[config.mk]
export PLATFORM = sky130hd
export DESIGN_NAME = sar_adc_control
export DESIGN_NICKNAME = d
export VERILOG_FILES = /design/src/sar_adc_pkg.sv /design/src/sar_adc_control.sv
export SDC_FILE = /design/constraint.sdc
export NUM_CORES = 1
export LEC_CHECK = 0
export ABC_AREA = 1
export BUFFER_PORTS_ARGS = -buffer_cell sky130_fd_sc_hd__buf_2
export CELL_PAD_IN_SITES_DETAIL_PLACEMENT = 2
export CELL_PAD_IN_SITES_GLOBAL_PLACEMENT = 2
export CORE_MARGIN = 5
export CORE_UTILIZATION = 35
export CTS_CLUSTER_SIZE = 16
export DETAILED_ROUTE_END_ITERATION = 7
export PLACE_DENSITY_LB_ADDON = 0.08
export REMOVE_ABC_BUFFERS = 1
export SETUP_SLACK_MARGIN = 0.5
export SLEW_MARGIN = 5
export SYNTH_ARGS = -nofsm -noshare
export SYNTH_HDL_FRONTEND = slang
export SYNTH_SLANG_ARGS = --single-unit
[constraint.sdc]
create_clock -name clk_sys_in -period 3.35 [get_ports clk_sys_in]
set_input_delay 0.1675 -clock clk_sys_in [delete_from_list [all_inputs] [get_ports clk_sys_in]]
set_output_delay 0.1675 -clock clk_sys_in [all_outputs]
set_load 0.02 [all_outputs]
[src/sar_adc_pkg.sv]
// Constants and types for the successive-approximation converter control block
// Notes on behaviour
// - Each conversion resolves either an 8-bit or a 10-bit result, chosen by a resolution input.
// - The three clock-select bits pick the conversion clock as source/4, /2, /1, /1, /12, /6, /3 or /3.
// - Without sample-and-hold one pin takes 49 conversion-clock cycles at 8 bits and 59 at 10 bits.
// - With sample-and-hold one pin takes 28 conversion-clock cycles at 8 bits and 33 at 10 bits.
// - The result of input index i in any input group lands in result register i, for i from 0 to 7.
// - One-shot, repeat, single sweep, repeat sweep 0 and 1, simultaneous sweep and delayed trigger 0 and 1 exist.
// - With the ladder-connect bit at 0 the reference is cut off the resistor ladder and no current flows.
// - Under software trigger writing 1 to the start bit begins; under hardware trigger a falling pin edge begins.
// - A one-shot conversion ends with an interrupt pulse, clears the start bit under software trigger, and 0 halts.
package sar_adc_pkg;

    localparam int RESULT_W  = 10;
    localparam int CHAN_W    = 3;
    localparam int NUM_CHAN  = 8;
    localparam int DIV_W     = 4;
    localparam int CYC_W     = 6;

    localparam logic [RESULT_W-1:0] RESULT_RESET = 10'h000;

    // Conversion clock dividers, indexed by the three select bits
    localparam logic [DIV_W-1:0] DIV_SEL_000 = 4'h4;
    localparam logic [DIV_W-1:0] DIV_SEL_001 = 4'h2;
    localparam logic [DIV_W-1:0] DIV_SEL_01X = 4'h1;
    localparam logic [DIV_W-1:0] DIV_SEL_100 = 4'hc;
    localparam logic [DIV_W-1:0] DIV_SEL_101 = 4'h6;
    localparam logic [DIV_W-1:0] DIV_SEL_11X = 4'h3;

    // Conversion-clock cycles for one pin
    localparam logic [CYC_W-1:0] CYC_8B_NO_SH  = 6'h31; // 49
    localparam logic [CYC_W-1:0] CYC_10B_NO_SH = 6'h3b; // 59
    localparam logic [CYC_W-1:0] CYC_8B_SH     = 6'h1c; // 28
    localparam logic [CYC_W-1:0] CYC_10B_SH    = 6'h21; // 33
    localparam logic [CYC_W-1:0] BITS_8        = 6'h08;
    localparam logic [CYC_W-1:0] BITS_10       = 6'h0a;

    typedef enum logic [2:0] {
        MODE_ONE_SHOT     = 3'b000,
        MODE_REPEAT       = 3'b001,
        MODE_SINGLE_SWEEP = 3'b010,
        MODE_REP_SWEEP0   = 3'b011,
        MODE_REP_SWEEP1   = 3'b100,
        MODE_SIMUL_SWEEP  = 3'b101,
        MODE_DELAYED0     = 3'b110,
        MODE_DELAYED1     = 3'b111
    } conv_mode_e;

    typedef enum logic [1:0] {
        ST_IDLE    = 2'b00,
        ST_ARMED   = 2'b01,
        ST_CONVERT = 2'b10
    } conv_state_e;

endpackage : sar_adc_pkg

[src/sar_adc_control.sv]
// Conversion clock prescaler, trigger handling, mode sequencing and SAR engine
`timescale 1ns/1ns
module sar_adc_control (
    // Clock and reset
    input  wire logic                              clk_sys_in,
    input  wire logic                              nrst_in,
    // Configuration
    input  wire logic                              conv_clk_sel_bit0_in,
    input  wire logic                              conv_clk_sel_bit1_in,
    input  wire logic                              conv_clk_sel_bit2_in,
    input  wire logic                              res_10bit_in,
    input  wire logic                              sample_hold_en_in,
    input  wire logic [2:0]                        mode_in,
    input  wire logic [sar_adc_pkg::CHAN_W-1:0]    channel_sel_in,
    input  wire logic [1:0]                        sweep_len_in,
    input  wire logic                              trigger_source_select_in,
    input  wire logic                              vref_ladder_connect_in,
    // Start bit write strobe
    input  wire logic                              start_write_in,
    input  wire logic                              start_value_in,
    // Trigger sources and comparator
    input  wire logic                              hw_trigger_pin_in,
    input  wire logic                              timer_trigger_in,
    input  wire logic                              comparator_in,
    // Result readback
    input  wire logic [sar_adc_pkg::CHAN_W-1:0]    result_index_in,
    output logic      [sar_adc_pkg::RESULT_W-1:0]  result_data_out,
    // Status and analog front end
    output logic                                   conversion_start_bit_out,
    output logic                                   busy_out,
    output logic                                   conv_irq_out,
    output logic      [sar_adc_pkg::CHAN_W-1:0]    channel_out,
    output logic                                   sample_out,
    output logic      [sar_adc_pkg::RESULT_W-1:0]  dac_code_out,
    output logic                                   vref_ladder_connect_out
);

    function automatic logic [sar_adc_pkg::DIV_W-1:0] div_of(input logic [2:0] sel);
        case (sel)
            3'b000:  div_of = sar_adc_pkg::DIV_SEL_000;
            3'b001:  div_of = sar_adc_pkg::DIV_SEL_001;
            3'b100:  div_of = sar_adc_pkg::DIV_SEL_100;
            3'b101:  div_of = sar_adc_pkg::DIV_SEL_101;
            3'b110,
            3'b111:  div_of = sar_adc_pkg::DIV_SEL_11X;
            default: div_of = sar_adc_pkg::DIV_SEL_01X;
        endcase
    endfunction : div_of

    logic [sar_adc_pkg::DIV_W-1:0]    div_cnt;
    logic [sar_adc_pkg::DIV_W-1:0]    next_div_cnt;
    logic                             tick;
    logic                             next_tick;
    sar_adc_pkg::conv_state_e         state;
    sar_adc_pkg::conv_state_e         next_state;
    logic                             start_bit;
    logic                             next_start_bit;
    logic [sar_adc_pkg::CYC_W-1:0]    cyc;
    logic [sar_adc_pkg::CYC_W-1:0]    next_cyc;
    logic [sar_adc_pkg::RESULT_W-1:0] trial;
    logic [sar_adc_pkg::RESULT_W-1:0] next_trial;
    logic [sar_adc_pkg::RESULT_W-1:0] probe;
    logic [sar_adc_pkg::RESULT_W-1:0] next_probe;
    logic [sar_adc_pkg::CHAN_W-1:0]   chan;
    logic [sar_adc_pkg::CHAN_W-1:0]   next_chan;
    logic                             next_irq;
    logic                             trig_prev;
    logic [sar_adc_pkg::RESULT_W-1:0] results [sar_adc_pkg::NUM_CHAN];
    logic [sar_adc_pkg::RESULT_W-1:0] next_results [sar_adc_pkg::NUM_CHAN];
    logic [sar_adc_pkg::RESULT_W-1:0] next_read;

    logic [sar_adc_pkg::CYC_W-1:0]    total_cyc;
    logic [sar_adc_pkg::CYC_W-1:0]    nbits;
    logic [sar_adc_pkg::CHAN_W-1:0]   sweep_last;
    logic                             trig_level;
    logic                             trig_fall;
    logic                             is_sweep;
    logic                             is_repeat;

    // Prescaler: one-cycle enable per conversion clock period
    always_comb begin
        next_tick    = 1'b0;
        next_div_cnt = div_cnt + 4'h1;
        if (div_cnt + 4'h1 >= div_of({conv_clk_sel_bit2_in, conv_clk_sel_bit1_in, conv_clk_sel_bit0_in})) begin
            next_div_cnt = 4'h0;
            next_tick    = 1'b1;
        end
    end

    always_ff @(posedge clk_sys_in or negedge nrst_in) begin
        if (!nrst_in) begin
            div_cnt <= '0;
            tick    <= 1'b0;
        end else begin
            div_cnt <= next_div_cnt;
            tick    <= next_tick;
        end
    end

    // Per-pin timing and decoded mode attributes
    always_comb begin
        nbits = res_10bit_in ? sar_adc_pkg::BITS_10 : sar_adc_pkg::BITS_8;
        if (sample_hold_en_in) begin
            total_cyc = res_10bit_in ? sar_adc_pkg::CYC_10B_SH : sar_adc_pkg::CYC_8B_SH;
        end else begin
            total_cyc = res_10bit_in ? sar_adc_pkg::CYC_10B_NO_SH : sar_adc_pkg::CYC_8B_NO_SH;
        end
        sweep_last = {sweep_len_in, 1'b1};
        is_sweep   = (mode_in != sar_adc_pkg::MODE_ONE_SHOT) && (mode_in != sar_adc_pkg::MODE_REPEAT);
        is_repeat  = (mode_in == sar_adc_pkg::MODE_REPEAT) || (mode_in == sar_adc_pkg::MODE_REP_SWEEP0)
                     || (mode_in == sar_adc_pkg::MODE_REP_SWEEP1);
        // Timer underflows join the pin only in the delayed trigger modes
        trig_level = hw_trigger_pin_in;
        if ((mode_in == sar_adc_pkg::MODE_DELAYED0) || (mode_in == sar_adc_pkg::MODE_DELAYED1)) begin
            trig_level = hw_trigger_pin_in & ~timer_trigger_in;
        end
        trig_fall = trig_prev & ~trig_level;
    end

    // Sequencer and SAR engine
    always_comb begin
        next_state     = state;
        next_start_bit = start_bit;
        next_cyc       = cyc;
        next_trial     = trial;
        next_probe     = probe;
        next_chan      = chan;
        next_irq       = 1'b0;
        next_results   = results;
        case (state)
            sar_adc_pkg::ST_IDLE: begin
                if (start_write_in && start_value_in) begin
                    next_start_bit = 1'b1;
                    next_chan      = is_sweep ? 3'h0 : channel_sel_in;
                    next_cyc       = '0;
                    next_trial     = '0;
                    next_probe     = '0;
                    next_state     = trigger_source_select_in ? sar_adc_pkg::ST_ARMED
                                                              : sar_adc_pkg::ST_CONVERT;
                end
            end
            sar_adc_pkg::ST_ARMED: begin
                if (trig_fall) begin
                    next_state = sar_adc_pkg::ST_CONVERT;
                end
            end
            sar_adc_pkg::ST_CONVERT: begin
                if (tick) begin
                    next_cyc = cyc + 6'h01;
                    if (cyc == total_cyc - nbits - 6'h01) begin
                        next_probe = res_10bit_in ? 10'h200 : 10'h080;
                        next_trial = next_probe;
                    end else if (cyc >= total_cyc - nbits) begin
                        // Drop the probe bit when the input lies below the trial level
                        next_trial = comparator_in ? trial : (trial & ~probe);
                        next_probe = probe >> 1;
                        next_trial = next_trial | next_probe;
                    end
                    if (cyc == total_cyc - 6'h01) begin
                        next_results[chan] = comparator_in ? trial : (trial & ~probe);
                        next_cyc   = '0;
                        next_trial = '0;
                        next_probe = '0;
                        if (is_sweep && (chan != sweep_last)) begin
                            next_chan = chan + 3'h1;
                        end else if (is_repeat) begin
                            next_chan = is_sweep ? 3'h0 : chan;
                        end else begin
                            next_irq = 1'b1;
                            next_chan = is_sweep ? 3'h0 : chan;
                            if (trigger_source_select_in) begin
                                next_state = sar_adc_pkg::ST_ARMED;
                            end else begin
                                next_start_bit = 1'b0;
                                next_state     = sar_adc_pkg::ST_IDLE;
                            end
                        end
                    end
                end
            end
            default: begin
                next_state = sar_adc_pkg::ST_IDLE;
            end
        endcase
        // A write of 0 halts whatever is in progress
        if (start_write_in && !start_value_in) begin
            next_start_bit = 1'b0;
            next_state     = sar_adc_pkg::ST_IDLE;
            next_cyc       = '0;
            next_trial     = '0;
            next_probe     = '0;
            next_irq       = 1'b0;
        end
        next_read = next_results[result_index_in];
    end

    always_ff @(posedge clk_sys_in or negedge nrst_in) begin
        if (!nrst_in) begin
            state                    <= sar_adc_pkg::ST_IDLE;
            start_bit                <= 1'b0;
            cyc                      <= '0;
            trial                    <= '0;
            probe                    <= '0;
            chan                     <= '0;
            trig_prev                <= 1'b1;
            results                  <= '{default: sar_adc_pkg::RESULT_RESET};
            result_data_out          <= sar_adc_pkg::RESULT_RESET;
            conversion_start_bit_out <= 1'b0;
            busy_out                 <= 1'b0;
            conv_irq_out             <= 1'b0;
            channel_out              <= '0;
            sample_out               <= 1'b0;
            dac_code_out             <= '0;
            vref_ladder_connect_out  <= 1'b0;
        end else begin
            state                    <= next_state;
            start_bit                <= next_start_bit;
            cyc                      <= next_cyc;
            trial                    <= next_trial;
            probe                    <= next_probe;
            chan                     <= next_chan;
            trig_prev                <= trig_level;
            results                  <= next_results;
            result_data_out          <= next_read;
            conversion_start_bit_out <= next_start_bit;
            busy_out                 <= (next_state == sar_adc_pkg::ST_CONVERT);
            conv_irq_out             <= next_irq;
            channel_out              <= next_chan;
            sample_out               <= (next_state == sar_adc_pkg::ST_CONVERT) && (next_cyc < total_cyc - nbits);
            // The comparator DAC is full scale at 10 bits, so an 8-bit trial is left aligned
            dac_code_out             <= res_10bit_in ? next_trial : {next_trial[7:0], 2'b00};
            vref_ladder_connect_out  <= vref_ladder_connect_in;
        end
    end

endmodule : sar_adc_control

==> flow_summary.ini <==
[timing]
fin_skew_ps = 11.0
fmax_mhz = 378
slew_headroom = 0.407
setup_tns_ps = 0
tightest_slew_ps = 889
fin_crit_sh = 0.790
setup_viol = 0
final_hold_viol_count = 0
rsz0062_at_grt = no
min_period_ps = 2650
drv_slew = 0

[critical_path]
rr_worst_depth = 13
worst-endpoint-required_ps = 3660
critPathMaxFanout = 20
critPathKind = flop to flop
cp-end-kind = flop
critical_path_arrival_ps = 2960
startpoint_type = flop

[pwr]
power.density_mw_per_mm2 = 572
power_mw = 5.24
ir_drop_uv = 268
leakage_nw = 4.90

[clock_tree]
max-clock-path-buffers = 2
clk_pin_slew_worst_paths_ps = 70
root_buffer = clkbuf_16
numCtsBuffers = 17
insertion_delay_ps = 430
h-tree-depth = 4
clock_sinks = 142
cts_tree = yes

[synth]
synth-seq-cells = 142
synth_area_leaders = dfrtp_1 46%, nand2_1 16%, nand3_1 12%, inv_1 4.3%, ha_1 4.0%
synth_top_area_frac = 0.455
netlist_instances = 1019
synth_area_per_cell_um2 = 7.61
yosysUniqueCellTypes = 41
async_flop_share = 1.00
synth.yosys.seq_area_share = 0.458
synth_edf_count = 0
synthFlopType = dfrtp_1
synth_area_leader_cell = dfrtp_1
synth.cell_area_mm2 = 0.00775
yosysWarnings = 0

[grt]
first_global_vias = 8063
grt_usage = 0.221
antenna_found_initial = 0
gr-total-overflow = 0
grt_pass1_wl_um = 44800
grt_max_degree = 76

[flow_run]
drv_cap = 0

[placed_design]
dpl.hpwl_um = 19700
gp_congestion = 0.788
portBuffers = 52

[floorplan]
initial_utilization = 0.355
die-area_mm2 = 0.0252
die_w_um = 159
design.core.area_mm2 = 0.0218
row_count = 54
die_y_um = 159
io_pins = 53

[finish]
drive_above_1_share = 0.131
antennaDiodeCount = 0
area_delta_synth_final_pct = 18.0
nets = 1142

[drt]
firstDrtPassIters = 4
num_vias = 7358
wire_per_inst_um = 20.2
drcViolationCount = 0
vias_per_cell = 5.31
wirelength_um = 28000
drtIter0Drc = 323
drtAntennaViolNets = 0

[outcome]
status = completed

[min_path]
hold_depth = 3
hold_class = input port to flop
cells by family after synthesis:
family	synth area share
DFF	0.458
and+or+nand+nor	0.340
buffers and inverters	0.0716
AOI/OAI and AO/OA	0.0855
xor gates and xnor gates	0.00452
adders and majority gates	0.0403
per-layer routing:
| metal | part of all wire | global-route usage | wire length (um) | up-vias |
|---|---|---|---|---|
| met5 | 0 | 0 | 0 | - |
| met4 | 0.018 | 0.0634 | 513 | 0 |
| met3 | 0.025 | 0.0319 | 700 | 34 |
| met2 | 0.51 | 0.388 | 14300 | 105 |
| met1 | 0.45 | 0.283 | 12500 | 3727 |
| li1 | - | - | - | 3492 |
sequential cells by signal, summed over array words and instances (netlist names), 2 cells and up:
register and cells:
probe 10, dac_code_out 10, div_cnt 4, chan 3, state 2, result_data_out 10
cyc 6, results 80, trial 10
Yosys cell counts (all sizes together), types with 5 or more instances:
cell type    n
nand2      332
nand3      190
dfrtp      141
inv         96
nor2        51
o21ai       45
a21oi       30
ha          25
clkbuf      21
buf         16
nand4       16
o211ai      12
o21bai      11
clkinv       5
through the flow:
| stage | setup WS, ps | instance area (um2) | util | std cells | hold WS [ps] |
|---|---|---|---|---|---|
| after detailed placement | 260 | 8420 | 0.386 | 1344 | 270 |
| after CTS | 510 | 9100 | 0.417 | 1380 | 13.4 |
| after global routing | 501 | 9150 | 0.419 | 1385 | 33.1 |
| after floorplan | 677 | 7580 | - | 982 | -128 |
| after global placement | 400 | 8420 | 0.386 | 1344 | 269 |
| final | 703 | 9150 | 0.419 | 1385 | 20.2 |
final timing paths:
kind / from / end / slack [ps]
max: cyc[0]$_DFF_PN0_ / probe[3]$_DFFE_PN0P_ / 700
min: trigger_source_select_in / state[0]$_DFF_PN0_ / 20
max reg2reg: cyc[0]$_DFF_PN0_ / probe[3]$_DFFE_PN0P_ / 700
min reg2reg: results[70]$_DFF_PN0_ / results[70]$_DFF_PN0_ / 470
max in group asynchronous: nrst_in / result_data_out[0]$_DFF_PN0_ / 2030
min in group asynchronous: nrst_in / state[1]$_DFF_PN0_ / 330
cell type report:
class	count	area, um2
Clock buffer	19	453
Clock inverter	13	178
Fill cell	2569	12700
Inverter	101	379
Multi-Input combinational cell	740	3670
Sequential cell	142	3560
Tap cell	280	350
Timing Repair Buffer	90	562
layout by cell type, fill, tap and decap left out, drive strengths merged, types with 2 or more instances in the layout:
| cell | n |
|---|---|
| o21a | 2 |
| nand3b | 2 |
| inv | 100 |
| dfrtp | 141 |
| nand2 | 332 |
| dlygate4sd3 | 4 |
| nor2 | 52 |
| xor2 | 2 |
| nor3 | 4 |
| o21ai | 45 |
| o22ai | 4 |
| a21oi | 30 |
| buf | 86 |
| o21bai | 11 |
| nand4 | 16 |
| a211oi | 2 |
| ha | 25 |
| o211ai | 12 |
| clkinv | 10 |
| a31oi | 4 |
| nand3 | 190 |
| xnor2 | 2 |
| bufinv | 3 |
| clkbuf | 19 |
power breakdown:
part | switching, mW | internal, mW | total [mW]
Sequential | 0.119 | 1.82 | 1.94
Combinational | 0.884 | 0.351 | 1.23
Clock | 0.828 | 1.23 | 2.06
Total | 1.83 | 3.41 | 5.24
critical path, cell delays in order (launching register included):
cell	delay, ps
dfrtp_1	400
inv_1	100
ha_1	310
inv_1	80
nand2_1	120
nor2_8	160
nand2_4	100
inv_1	200
nor2_2	100
nand2_1	90
inv_2	110
a21oi_4	420
nand3_1	170
o21ai_0	170
what timing repair did:
action                                  4_1_cts  5_1_grt
setup buffers                                 0        4
endpoints found under the setup margin        3       12
gates resized for setup                       1        4
gates cloned                                  0        1
endpoints found under the hold margin        74        0
hold buffers                                  4        0
pin swaps                                     0        3
(Power assumes the default switching activity.)
